**src/mdd_regs.svh**
```systemverilog
`ifndef MDD_REGS_SVH
`define MDD_REGS_SVH
`define MDD_SFR_SP        8'h81
`define MDD_SFR_PSW       8'hd0
`define MDD_SFR_PROGRAM_STORE_CONTROL     8'h8f
`define MDD_SP_RESET      8'h07
`define MDD_PSW_RESET     8'h00
`define MDD_PROGRAM_STORE_CONTROL_RESET   8'h00
`define MDD_PROGRAM_STORE_CONTROL_WE_BIT  0
`define MDD_PSW_RS0_BIT   3
`define MDD_PSW_RS1_BIT   4
`define MDD_DIRECT_TOP    8'h7f
`define MDD_BITAREA_BASE  8'h20
`define MDD_FLASH_8K_TOP  16'h1fff
`define MDD_FLASH_8K_RSV  16'h1dff
`define MDD_FLASH_4K_TOP  16'h0fff
`define MDD_FLASH_2K_TOP  16'h07ff
`endif

```
**src/mdd_pkg.sv**
```systemverilog
package mdd_pkg;
  typedef enum logic [2:0] {
    MDD_OP_NONE   = 3'b000,
    MDD_OP_DIRECT = 3'b001,
    MDD_OP_INDIR  = 3'b010,
    MDD_OP_BIT    = 3'b011,
    MDD_OP_CODE   = 3'b100,
    MDD_OP_PUSH   = 3'b101,
    MDD_OP_POP    = 3'b110
  } mdd_op_t;

  typedef enum logic [1:0] {
    MDD_SZ_8K = 2'b00,
    MDD_SZ_4K = 2'b01,
    MDD_SZ_2K = 2'b10
  } mdd_size_t;

  typedef struct packed {
    mdd_op_t     op;
    logic        wr;
    logic [15:0] addr;
    logic [7:0]  wdata;
    logic        ptr_sel;
    logic [2:0]  bitpos;
  } mdd_req_t;

  typedef struct packed {
    logic [7:0]  rdata;
    logic        rbit;
    logic        ram_hit;
    logic        sfr_hit;
    logic        code_hit;
    logic        code_rsv;
    logic        code_we;
    logic        err;
    logic [7:0]  eff_addr;
    logic [15:0] code_addr;
  } mdd_rsp_t;

  typedef struct packed {
    logic [7:0] sp;
    logic [7:0] processor_status_word;
    logic [7:0] program_store_control;
    mdd_rsp_t   rsp;
  } mdd_state_t;
endpackage : mdd_pkg

```
**src/mdd_decoder.sv**
```systemverilog
`timescale 1ns/1ps
`default_nettype none
`include "mdd_regs.svh"
module mdd_decoder
  import mdd_pkg::*;
#(
  parameter mdd_size_t FLASH_SIZE = MDD_SZ_8K,
  parameter int        RAM_BYTES  = 256
) (
  input  wire logic       sys_clk,
  input  wire logic       resetn,
  input  wire mdd_req_t   req,
  input  wire logic [7:0] code_rdata,
  input  wire logic [7:0] sfr_rdata,
  output mdd_rsp_t        rsp,
  output logic [7:0]      sp_value,
  output logic [1:0]      active_bank
);
  // --------------------------------------------------------------
  // storage
  // --------------------------------------------------------------
  logic [7:0] ram_q [RAM_BYTES];
  mdd_state_t s_q;
  mdd_state_t s_d;

  logic [7:0] ptr;
  logic [7:0] bit_byte;
  logic [7:0] ram_wa;
  logic [7:0] ram_wd;
  logic       ram_we;
  logic [7:0] ptr_idx;
  logic [7:0] push_at;

  function automatic logic [15:0] flash_top(input mdd_size_t sz);
    case (sz)
      MDD_SZ_4K: flash_top = `MDD_FLASH_4K_TOP;
      MDD_SZ_2K: flash_top = `MDD_FLASH_2K_TOP;
      default:   flash_top = `MDD_FLASH_8K_TOP;
    endcase
  endfunction : flash_top

  // sfr bit map: only column 0/8 registers carry bits
  function automatic logic [7:0] bit_target(input logic [7:0] ba);
    if (ba[7]) begin
      bit_target = {ba[7:3], 3'b000};
    end else begin
      bit_target = `MDD_BITAREA_BASE + {4'h0, ba[6:3]};
    end
  endfunction : bit_target

  // the three sfrs held here; all others come from sfr_rdata
  function automatic logic local_sfr(input logic [7:0] a);
    local_sfr = (a == `MDD_SFR_SP) || (a == `MDD_SFR_PSW) ||
                (a == `MDD_SFR_PROGRAM_STORE_CONTROL);
  endfunction : local_sfr

  // --------------------------------------------------------------
  // next state
  // --------------------------------------------------------------
  always_comb begin
    s_d      = s_q;
    s_d.rsp  = '0;
    ram_we   = 1'b0;
    ram_wa   = 8'h00;
    ram_wd   = 8'h00;
    // pointer from r0/r1 of the active bank
    ptr_idx  = {3'b000, s_q.processor_status_word[`MDD_PSW_RS1_BIT],
                s_q.processor_status_word[`MDD_PSW_RS0_BIT], 2'b00,
                req.ptr_sel};
    ptr      = ram_q[ptr_idx];
    bit_byte = bit_target(req.addr[7:0]);
    push_at  = s_q.sp + 8'h01;
    case (req.op)
      MDD_OP_CODE: begin
        // separate space chosen by instruction kind only
        s_d.rsp.code_addr = req.addr;
        s_d.rsp.code_hit  = req.addr <= flash_top(FLASH_SIZE);
        s_d.rsp.code_rsv  = (FLASH_SIZE == MDD_SZ_8K) &&
                            (req.addr > `MDD_FLASH_8K_RSV);
        s_d.rsp.code_we   = req.wr &&
                            s_q.program_store_control[`MDD_PROGRAM_STORE_CONTROL_WE_BIT];
        s_d.rsp.err       = req.wr && !s_q.program_store_control[`MDD_PROGRAM_STORE_CONTROL_WE_BIT];
        s_d.rsp.rdata     = code_rdata;
      end
      MDD_OP_DIRECT: begin
        s_d.rsp.eff_addr = req.addr[7:0];
        if (req.addr[7:0] <= `MDD_DIRECT_TOP) begin
          s_d.rsp.ram_hit = 1'b1;
          s_d.rsp.rdata   = ram_q[req.addr[7:0]];
          ram_we = req.wr;
          ram_wa = req.addr[7:0];
          ram_wd = req.wdata;
        end else begin
          s_d.rsp.sfr_hit = 1'b1;
          if (req.addr[7:0] == `MDD_SFR_SP) begin
            s_d.rsp.rdata = s_q.sp;
            if (req.wr) s_d.sp = req.wdata;
          end else if (req.addr[7:0] == `MDD_SFR_PSW) begin
            s_d.rsp.rdata = s_q.processor_status_word;
            if (req.wr) s_d.processor_status_word = req.wdata;
          end else if (req.addr[7:0] == `MDD_SFR_PROGRAM_STORE_CONTROL) begin
            s_d.rsp.rdata = s_q.program_store_control;
            if (req.wr) s_d.program_store_control = req.wdata;
          end else begin
            // unoccupied addresses pass through unchecked
            s_d.rsp.rdata = sfr_rdata;
          end
        end
      end
      MDD_OP_INDIR: begin
        // indirect reaches all 256 bytes of ram
        s_d.rsp.eff_addr = ptr;
        s_d.rsp.ram_hit  = 1'b1;
        s_d.rsp.rdata    = ram_q[ptr];
        ram_we = req.wr;
        ram_wa = ptr;
        ram_wd = req.wdata;
      end
      MDD_OP_BIT: begin
        // ram bit or sfr bit is chosen by address bit 7, not by the op
        s_d.rsp.eff_addr = bit_byte;
        if (!req.addr[7]) begin
          s_d.rsp.ram_hit = 1'b1;
          s_d.rsp.rbit    = ram_q[bit_byte][req.addr[2:0]];
          ram_we = req.wr;
          ram_wa = bit_byte;
          ram_wd = ram_q[bit_byte];
          ram_wd[req.addr[2:0]] = req.wdata[0];
        end else begin
          s_d.rsp.sfr_hit = 1'b1;
          if (bit_byte == `MDD_SFR_PSW) begin
            s_d.rsp.rbit = s_q.processor_status_word[req.addr[2:0]];
            if (req.wr) s_d.processor_status_word[req.addr[2:0]] = req.wdata[0];
          end else begin
            s_d.rsp.rbit = sfr_rdata[req.addr[2:0]];
          end
        end
      end
      MDD_OP_PUSH: begin
        // write sp+1 then bump sp; wraps through 256 bytes
        s_d.rsp.eff_addr = push_at;
        s_d.rsp.ram_hit  = 1'b1;
        ram_we = 1'b1;
        ram_wa = push_at;
        ram_wd = req.wdata;
        s_d.sp = push_at;
      end
      MDD_OP_POP: begin
        s_d.rsp.eff_addr = s_q.sp;
        s_d.rsp.ram_hit  = 1'b1;
        s_d.rsp.rdata    = ram_q[s_q.sp];
        s_d.sp = s_q.sp - 8'h01;
      end
      default: begin
        s_d.rsp = '0;
      end
    endcase
    // direct-space register reads above bypass local_sfr only by name
    if (req.op == MDD_OP_DIRECT && req.addr[7] &&
        !local_sfr(req.addr[7:0])) begin
      s_d.rsp.sfr_hit = 1'b1;
    end
  end

  // --------------------------------------------------------------
  // registers
  // --------------------------------------------------------------
  always_ff @(posedge sys_clk) begin
    if (!resetn) begin
      s_q       <= '0;
      s_q.sp    <= `MDD_SP_RESET;
      s_q.processor_status_word   <= `MDD_PSW_RESET;
      s_q.program_store_control <= `MDD_PROGRAM_STORE_CONTROL_RESET;
    end else begin
      s_q <= s_d;
    end
  end

  // ram holds no reset: contents are undefined after power-up
  always_ff @(posedge sys_clk) begin
    if (ram_we) begin
      ram_q[ram_wa] <= ram_wd;
    end
  end

  assign rsp         = s_q.rsp;
  assign sp_value    = s_q.sp;
  assign active_bank = {s_q.processor_status_word[`MDD_PSW_RS1_BIT], s_q.processor_status_word[`MDD_PSW_RS0_BIT]};

  // --------------------------------------------------------------
  // checks
  // --------------------------------------------------------------
  chk_sp_reset: assert property (@(posedge sys_clk)
    !resetn |=> s_q.sp == 8'h07)
    else $error("stack pointer not 0x07 after reset");
  chk_push_addr: assert property (
    @(posedge sys_clk) disable iff (!resetn)
    req.op == MDD_OP_PUSH |=> rsp.eff_addr == $past(s_q.sp) + 8'h01
      && s_q.sp == rsp.eff_addr)
    else $error("push address or pointer wrong");
  chk_direct_sfr: assert property (
    @(posedge sys_clk) disable iff (!resetn)
    req.op == MDD_OP_DIRECT && req.addr[7] |=> rsp.sfr_hit && !rsp.ram_hit)
    else $error("direct upper access missed sfr space");
  chk_indir_ram: assert property (
    @(posedge sys_clk) disable iff (!resetn)
    req.op == MDD_OP_INDIR |=> rsp.ram_hit && !rsp.sfr_hit)
    else $error("indirect access missed ram");
  chk_low_direct: assert property (
    @(posedge sys_clk) disable iff (!resetn)
    req.op == MDD_OP_DIRECT && !req.addr[7] |=> rsp.ram_hit)
    else $error("lower direct access missed ram");
  chk_code_we: assert property (
    @(posedge sys_clk) disable iff (!resetn)
    rsp.code_we |-> $past(s_q.program_store_control[0]) && $past(req.wr))
    else $error("program write without enable");
  chk_bit_sfr: assert property (
    @(posedge sys_clk) disable iff (!resetn)
    req.op == MDD_OP_BIT && req.addr[7] |=> rsp.eff_addr[2:0] == 3'b000)
    else $error("sfr bit target not column 0/8");
  chk_bit_ram: assert property (
    @(posedge sys_clk) disable iff (!resetn)
    req.op == MDD_OP_BIT && !req.addr[7] |=>
      rsp.eff_addr == 8'h20 + {4'h0, $past(req.addr[6:3])})
    else $error("bit area byte wrong");
  chk_code_top: assert property (
    @(posedge sys_clk) disable iff (!resetn)
    req.op == MDD_OP_CODE |=> rsp.code_hit == (rsp.code_addr <=
      flash_top(FLASH_SIZE)))
    else $error("flash range decode wrong");
endmodule : mdd_decoder
`default_nettype wire

```
**config.mk**
```make
export PLATFORM = sky130hd
export DESIGN_NAME = mdd_decoder
export DESIGN_NICKNAME = d
export VERILOG_FILES = /design/src/mdd_pkg.sv /design/src/mdd_decoder.sv
export VERILOG_INCLUDE_DIRS = /design/src
export SDC_FILE = /design/constraint.sdc
export NUM_CORES = 2
export LEC_CHECK = 0
export BUFFER_PORTS_ARGS = -buffer_cell sky130_fd_sc_hd__buf_2
export CAP_MARGIN = 5
export CELL_PAD_IN_SITES_DETAIL_PLACEMENT = 0
export CELL_PAD_IN_SITES_GLOBAL_PLACEMENT = 2
export CORE_AREA = 2 2 506 508
export DETAILED_ROUTE_END_ITERATION = 7
export DIE_AREA = 0 0 508 510
export GPL_ROUTABILITY_DRIVEN = 0
export GPL_TIMING_DRIVEN = 1
export PLACE_DENSITY = 0.76
export RECOVER_POWER = 100
export SETUP_SLACK_MARGIN = 0.5
export SKIP_CTS_REPAIR_TIMING = 1
export SLEW_MARGIN = 0
export SYNTH_ARGS = -nofsm -noshare
export SYNTH_HDL_FRONTEND = slang
export SYNTH_SLANG_ARGS = --single-unit
```
**constraint.sdc**
```tcl
create_clock -name sys_clk -period 20.9 [get_ports sys_clk]
set_clock_uncertainty 0.15 [all_clocks]
set_input_delay 4.18 -clock sys_clk [delete_from_list [all_inputs] [get_ports sys_clk]]
set_output_delay 4.18 -clock sys_clk [all_outputs]
set_load 0.005 [all_outputs]
```
# Word level (Yosys, flattened, before mapping)
# Memory sizes are Yosys's and may differ from the RTL's. A register that Yosys moved wholly into a read port is not among the register bits.
# Index checks and enable logic that the tools add are counted.
dict set report op_classes {
  n_addsub 3
  magnitude_cmp 5
  eq_ne 18
  n_mux 52
  n_bitwise 3
  reduce_logical 18
}
# op n
set op_table {}
lappend op_table {{8-bit two-way mux} 20}
lappend op_table {{8-bit case mux with 4 select lines} 2}
lappend op_table {{8-bit case mux with 3 select lines} 2}
lappend op_table {{8-bit case mux with 5 select lines} 1}
lappend op_table {{8-bit equality test, second input constant} 4}
lappend op_table {{24-bit two-way mux} 1}
lappend op_table {{8-bit bitwise mux} 2}
lappend op_table {{16-bit by 13-bit greater-than comparator with 1-bit output, second input constant} 1}
lappend op_table {{16-bit by 13-bit less-or-equal comparator with 1-bit output, second input constant} 1}
lappend op_table {{16-bit two-way mux} 1}
lappend op_table {{2-bit != test, second input constant} 8}
lappend op_table {{8-bit case mux with 2 select lines} 1}
lappend op_table {{1-bit two-way mux} 15}
lappend op_table {{1-bit binary-select mux with 3-bit select} 3}
lappend op_table {{3-bit equality test, second input constant} 3}
lappend op_table {{8-bit by 1-bit adder with 8-bit output, second input constant} 1}
lappend op_table {{8-bit by 7-bit less-or-equal comparator with 1-bit output, second input constant} 1}
lappend op_table {{8-bit AND reduction} 1}
lappend op_table {{8-bit by 1-bit subtractor with 8-bit output, second input constant} 1}
lappend op_table {{6-bit by 4-bit adder with 7-bit output, first input constant} 1}
lappend op_table {{3-bit by 2-bit equality test with 1-bit output, second input constant} 2}
lappend op_table {{6-bit AND reduction} 1}
lappend op_table {{1-bit logical AND} 5}
lappend op_table {{3-bit by 4-bit < comparator with 1-bit output, second input constant} 1}
lappend op_table {{other kinds (15)} 20}
dict set report word_totals {
  reg_bits 63
  mem_bits_rw 2048
  in_bits 50
  out_inout_bits 49
  elab_cells 113
  memories 1
}
# memory depth width rd rd_clocked_by_memory_dff write_ports line
set mem_list {}
lappend mem_list {ram_q 256 8 5 1 1 mdd_decoder.sv:22} ;# logic [7:0] ram_q [RAM_BYTES];

# Logic depth before layout (Yosys ltp)
dict set report depth {
  depth_word 9
  mapped_depth 16
  mapped_depth_nobuf 10
}

# Worst setup path after synthesis
# Ideal clock, no wire load.
dict set report synth_path {
  kind {input to register}
  startpoint {input req[15] in the netlist's numbering}
  endpoint {memory ram_q[0][1], data pin}
  setup_ps 2187
  arrival_ps 16057
  required_ps 18563
  path_slack_ps 2505
  stages 11
  path_buffers 4
  cell_sequence {buf_2 buf_2 buf_2 mux2i_2 buf_2 nand2_1 a221oi_1 nor3_1 o41ai_1 mux2i_1 o21ai_0}
}
dict set report synth_via {
  elab_chain_len 6
  elab_cells_between_ends 8
  cone_classes {1 x add/sub; 1 x order compare; 5 x mux; 1 x memory}
}
# element line
set synth_lines {}
lappend synth_lines {{start: declaration} mdd_decoder.sv:12} ;# input wire mdd_req_t req,
lappend synth_lines {{6-bit by 4-bit adder with 7-bit output (no source line)} -}
lappend synth_lines {{8-bit two-way mux} mdd_decoder.sv:44} ;# if (ba[7]) begin
lappend synth_lines {{memory 256 x 8 bit} -}
lappend synth_lines {{8-bit bitwise mux} mdd_decoder.sv:128} ;# ram_wd[req.addr[2:0]] = req.wdata[0];
lappend synth_lines {{8-bit two-way mux} mdd_decoder.sv:122} ;# if (!req.addr[7]) begin
lappend synth_lines {{8-bit case mux with 3 select lines (*)} mdd_decoder.sv:73} ;# case (req.op)
lappend synth_lines {{net ram_wd[1]} mdd_decoder.sv:29} ;# logic [7:0] ram_wd;
lappend synth_lines {{end: declaration} mdd_decoder.sv:22}
# The timed path passes the listed nets; every way through them passes the cells marked *.

# Worst setup path after layout
dict set report layout_path {
  startpoint {input req[19] in the netlist's numbering}
  endpoint {memory ram_q[61][2], data pin}
}
dict set report layout_via {
  elab_chain_len 5
  elab_cells_between_ends 7
  cone_classes {1 x order compare; 5 x mux; 1 x memory}
}
# element line
set layout_lines {}
lappend layout_lines {{8-bit two-way mux} mdd_decoder.sv:44}
lappend layout_lines {{memory 256 x 8 bit} -}
lappend layout_lines {{8-bit bitwise mux} mdd_decoder.sv:128}
lappend layout_lines {{8-bit two-way mux} mdd_decoder.sv:122}
lappend layout_lines {{8-bit case mux with 3 select lines (*)} mdd_decoder.sv:73}
lappend layout_lines {{net ram_wd[2]} mdd_decoder.sv:29}
# Marks and branches as above.

==> flow_metrics.env <==
export IMPL_vias=88700
export IMPL_dp_hpwl_mm=320
export IMPL_fp_dieW_um=508
export IMPL_layout_nets=8768
export IMPL_hold_violations=0
export IMPL_cts_htree_levels=4
export IMPL_cts_root_buffer="clkbuf_16"
export IMPL_yosys_register_bits=2119
export IMPL_overflow=0
export IMPL_ys_warn_count=0
export IMPL_path_class="in -> reg"
export IMPL_async_reset_ff_frac=0
export IMPL_clk_latency_ns=0.93
export IMPL_synth_nets=9005
export IMPL_fmax_mhz=60.0
export IMPL_grt_setup_unrepaired="false"
export IMPL_cp_required_ns=20.94
export IMPL_viasPerCell=7.20
export IMPL_cts_buffer_depth=3
export IMPL_synth_edff_count=2048
export IMPL_critPathLaunchType="input pin"
export IMPL_power_w=0.0104
export IMPL_start_util=0.458
export IMPL_first_global_vias=81600
export IMPL_synth_area_leaders="edfxtp_1 (53%), mux4_2 (21%), nand2_1 (7.0%)"
export IMPL_first_pass_iters=8
export IMPL_grt_pass1_wl_mm=680
export IMPL_yosysMostFrequentCell="nand2_1"
export IMPL_p_leak_nw=41.4
export IMPL_setup_viol=0
export IMPL_drive_above_1_share=0.191
export IMPL_tritoncts="built"
export IMPL_grtUsageTotal=0.378
export IMPL_crit_fanout=178
export IMPL_dieArea_um2=259000
export IMPL_yosysUniqueCellTypes=83
export IMPL_status="finished with violations"
export IMPL_slew_viol_final=870
export IMPL_drc=0
export IMPL_grt_max_degree=179
export IMPL_yosysTopAreaCellShare=0.530
export IMPL_arrival_ns=16.72
export IMPL_postRouteAntennaNets=0
export IMPL_wl_per_cell_um=40.5
export IMPL_peakVddDrop_mv=0.103
export IMPL_power_density_nw_per_um2=82.6
export IMPL_hp_class="reg -> reg"
export IMPL_min_path_cells=1
export IMPL_worst_pin_slew_ns=8.87
export IMPL_hold_slack_ns=0.317
export IMPL_antenna_found_initial=46
export IMPL_nFillCells=21800
export IMPL_cts_sinks=2119
export IMPL_finalCritPeriodShare=0.798
export IMPL_post_dp_cell_area_um2=119000
export IMPL_rows=185
export IMPL_io_pins=99
export IMPL_mappedNetlistArea_um2=116000
export IMPL_wirelength_mm=498
export IMPL_first_iter_violations=15800
export IMPL_place_port_buffers=95
export IMPL_maxSlewHeadroom=-4.91
export IMPL_cp_end_kind="register"
export IMPL_synth_seq_area_share=0.542
export IMPL_reg2reg_depth=11
export IMPL_clk_pin_slew_ns=0.06
export IMPL_synthToLayoutAreaGrowth_pct=8.96
export IMPL_violations="max-capacitance violations, max-slew violations"
export IMPL_fin_crit_ns=16.68
export IMPL_avgSynthCellArea_um2=13.0
export IMPL_setup_tns_final_ns=0
export IMPL_die_h_um=510
export IMPL_postLayoutCellArea_um2=126000
export IMPL_synth_flop_cell="edfxtp_1"
export IMPL_cts_inserted_buffers=232
export IMPL_drv_cap=36
export IMPL_synth_top_cells_by_count="nand2_1 (2,159), edfxtp_1 (2,048), mux4_2 (1,059)"
export IMPL_synth_area_leader_cell="edfxtp_1"
export IMPL_synthCells=8953
export IMPL_core_area_um2=253000
[where the power goes]
part           internal (W)  leakage (nW)  total, W  switching [W]
clock network       0.00241          3.68   0.00421        0.00181
logic              0.000503          18.3   0.00150       0.000999
registers           0.00470          19.5   0.00472      0.0000240
total               0.00761          41.4    0.0104        0.00283
[final timing paths]
check / startpoint / end / slack [ns]
worst max register to register: active_bank[0] / ram_q[157][3] / 12.26
worst max-delay path: req[19] / ram_q[61][2] / 4.22
worst min-delay path: s_q[39] / rsp[24] / 0.32
worst min register to register: s_q[39] / rsp[24] / 0.32
[state kept, by name, indices dropped and copies added, names as in the netlist, named ones only]
signal       flops
ram_q         2048
active_bank      2
s_q             14
sp_value         8
rsp             39
[layout make-up]
| class | instances | area [um2] | share of cell area |
|---|---|---|---|
| clock inverter | 127 | 1420 | 0.0112 |
| sequential | 2119 | 62900 | 0.498 |
| timing repair buffer | 362 | 2460 | 0.0195 |
| antenna | 22 | 55.1 | 0.000436 |
| multi-input combinational | 5974 | 49000 | 0.388 |
| tap | 3366 | 4210 | 0.0333 |
| clock buffer | 308 | 6190 | 0.0489 |
| inverter | 27 | 106 | 0.000841 |
[layer usage]
layer  share of wire  GRT usage  vias to the layer above
met2            0.42      0.538                     7296
met4           0.059      0.190                       26
met5         0.00034          0                        -
li1                -          -                    34700
met1            0.37      0.524                    45500
met3            0.14      0.120                     1142
[cells by family after synthesis]
group                      synth area share
adders and majority gates          0.000216
buffers and inverters                0.0362
and+or+nand+nor                       0.139
AOI/OAI and AO/OA                    0.0561
muxes                                 0.225
xor gates and xnor gates           0.000755
DFF                                   0.542
[cell usage in the layout (no fill, tap or decap), types with 14 or more instances in the layout]
| cell type | count |
|---|---|
| o211ai_1 | 76 |
| nand3_1 | 805 |
| a21oi_1 | 118 |
| nor3_1 | 26 |
| a22oi_1 | 53 |
| buf_12 | 22 |
| bufinv_16 | 27 |
| buf_4 | 173 |
| edfxtp_1 | 2048 |
| mux2i_1 | 199 |
| diode_2 | 22 |
| inv_1 | 22 |
| nor2_1 | 359 |
| and3_1 | 22 |
| buf_2 | 57 |
| nand2_1 | 2159 |
| clkinv_1 | 45 |
| nor2b_1 | 46 |
| a211oi_1 | 50 |
| a221o_1 | 14 |
| mux2_2 | 21 |
| clkinv_2 | 34 |
| dfxtp_1 | 65 |
| a221oi_1 | 50 |
| o221ai_1 | 23 |
| mux4_2 | 1057 |
| nand4_1 | 251 |
| clkbuf_1 | 178 |
| clkbuf_16 | 236 |
| o22ai_1 | 61 |
| a32oi_1 | 82 |
| a31oi_1 | 187 |
| o21ai_0 | 97 |
[through the flow]
| stage | setup slack, ns | cells | util |
|---|---|---|---|
| finish | 4.22 | 12300 | 0.499 |
| global route | 4.80 | 12300 | 0.499 |
| CTS | 10.05 | 12300 | 0.500 |
| detailed placement | 9.10 | 11800 | 0.470 |
| global placement | 9.19 | 11800 | 0.470 |
| floorplan | 2.51 | 8953 | - |
[critical path, stage by stage]
cell and delay, ns:
clkbuf_1 1.34, clkbuf_1 2.11, mux2i_1 0.91, buf_4 0.53, clkbuf_1 1.80, o211ai_1 0.70, a311oi_1 0.53, and4_1 0.50
mux2i_1 0.13, o21ai_0 0.36, buf_12 0.73, clkbuf_1 2.63
(Power assumes the default switching activity.)
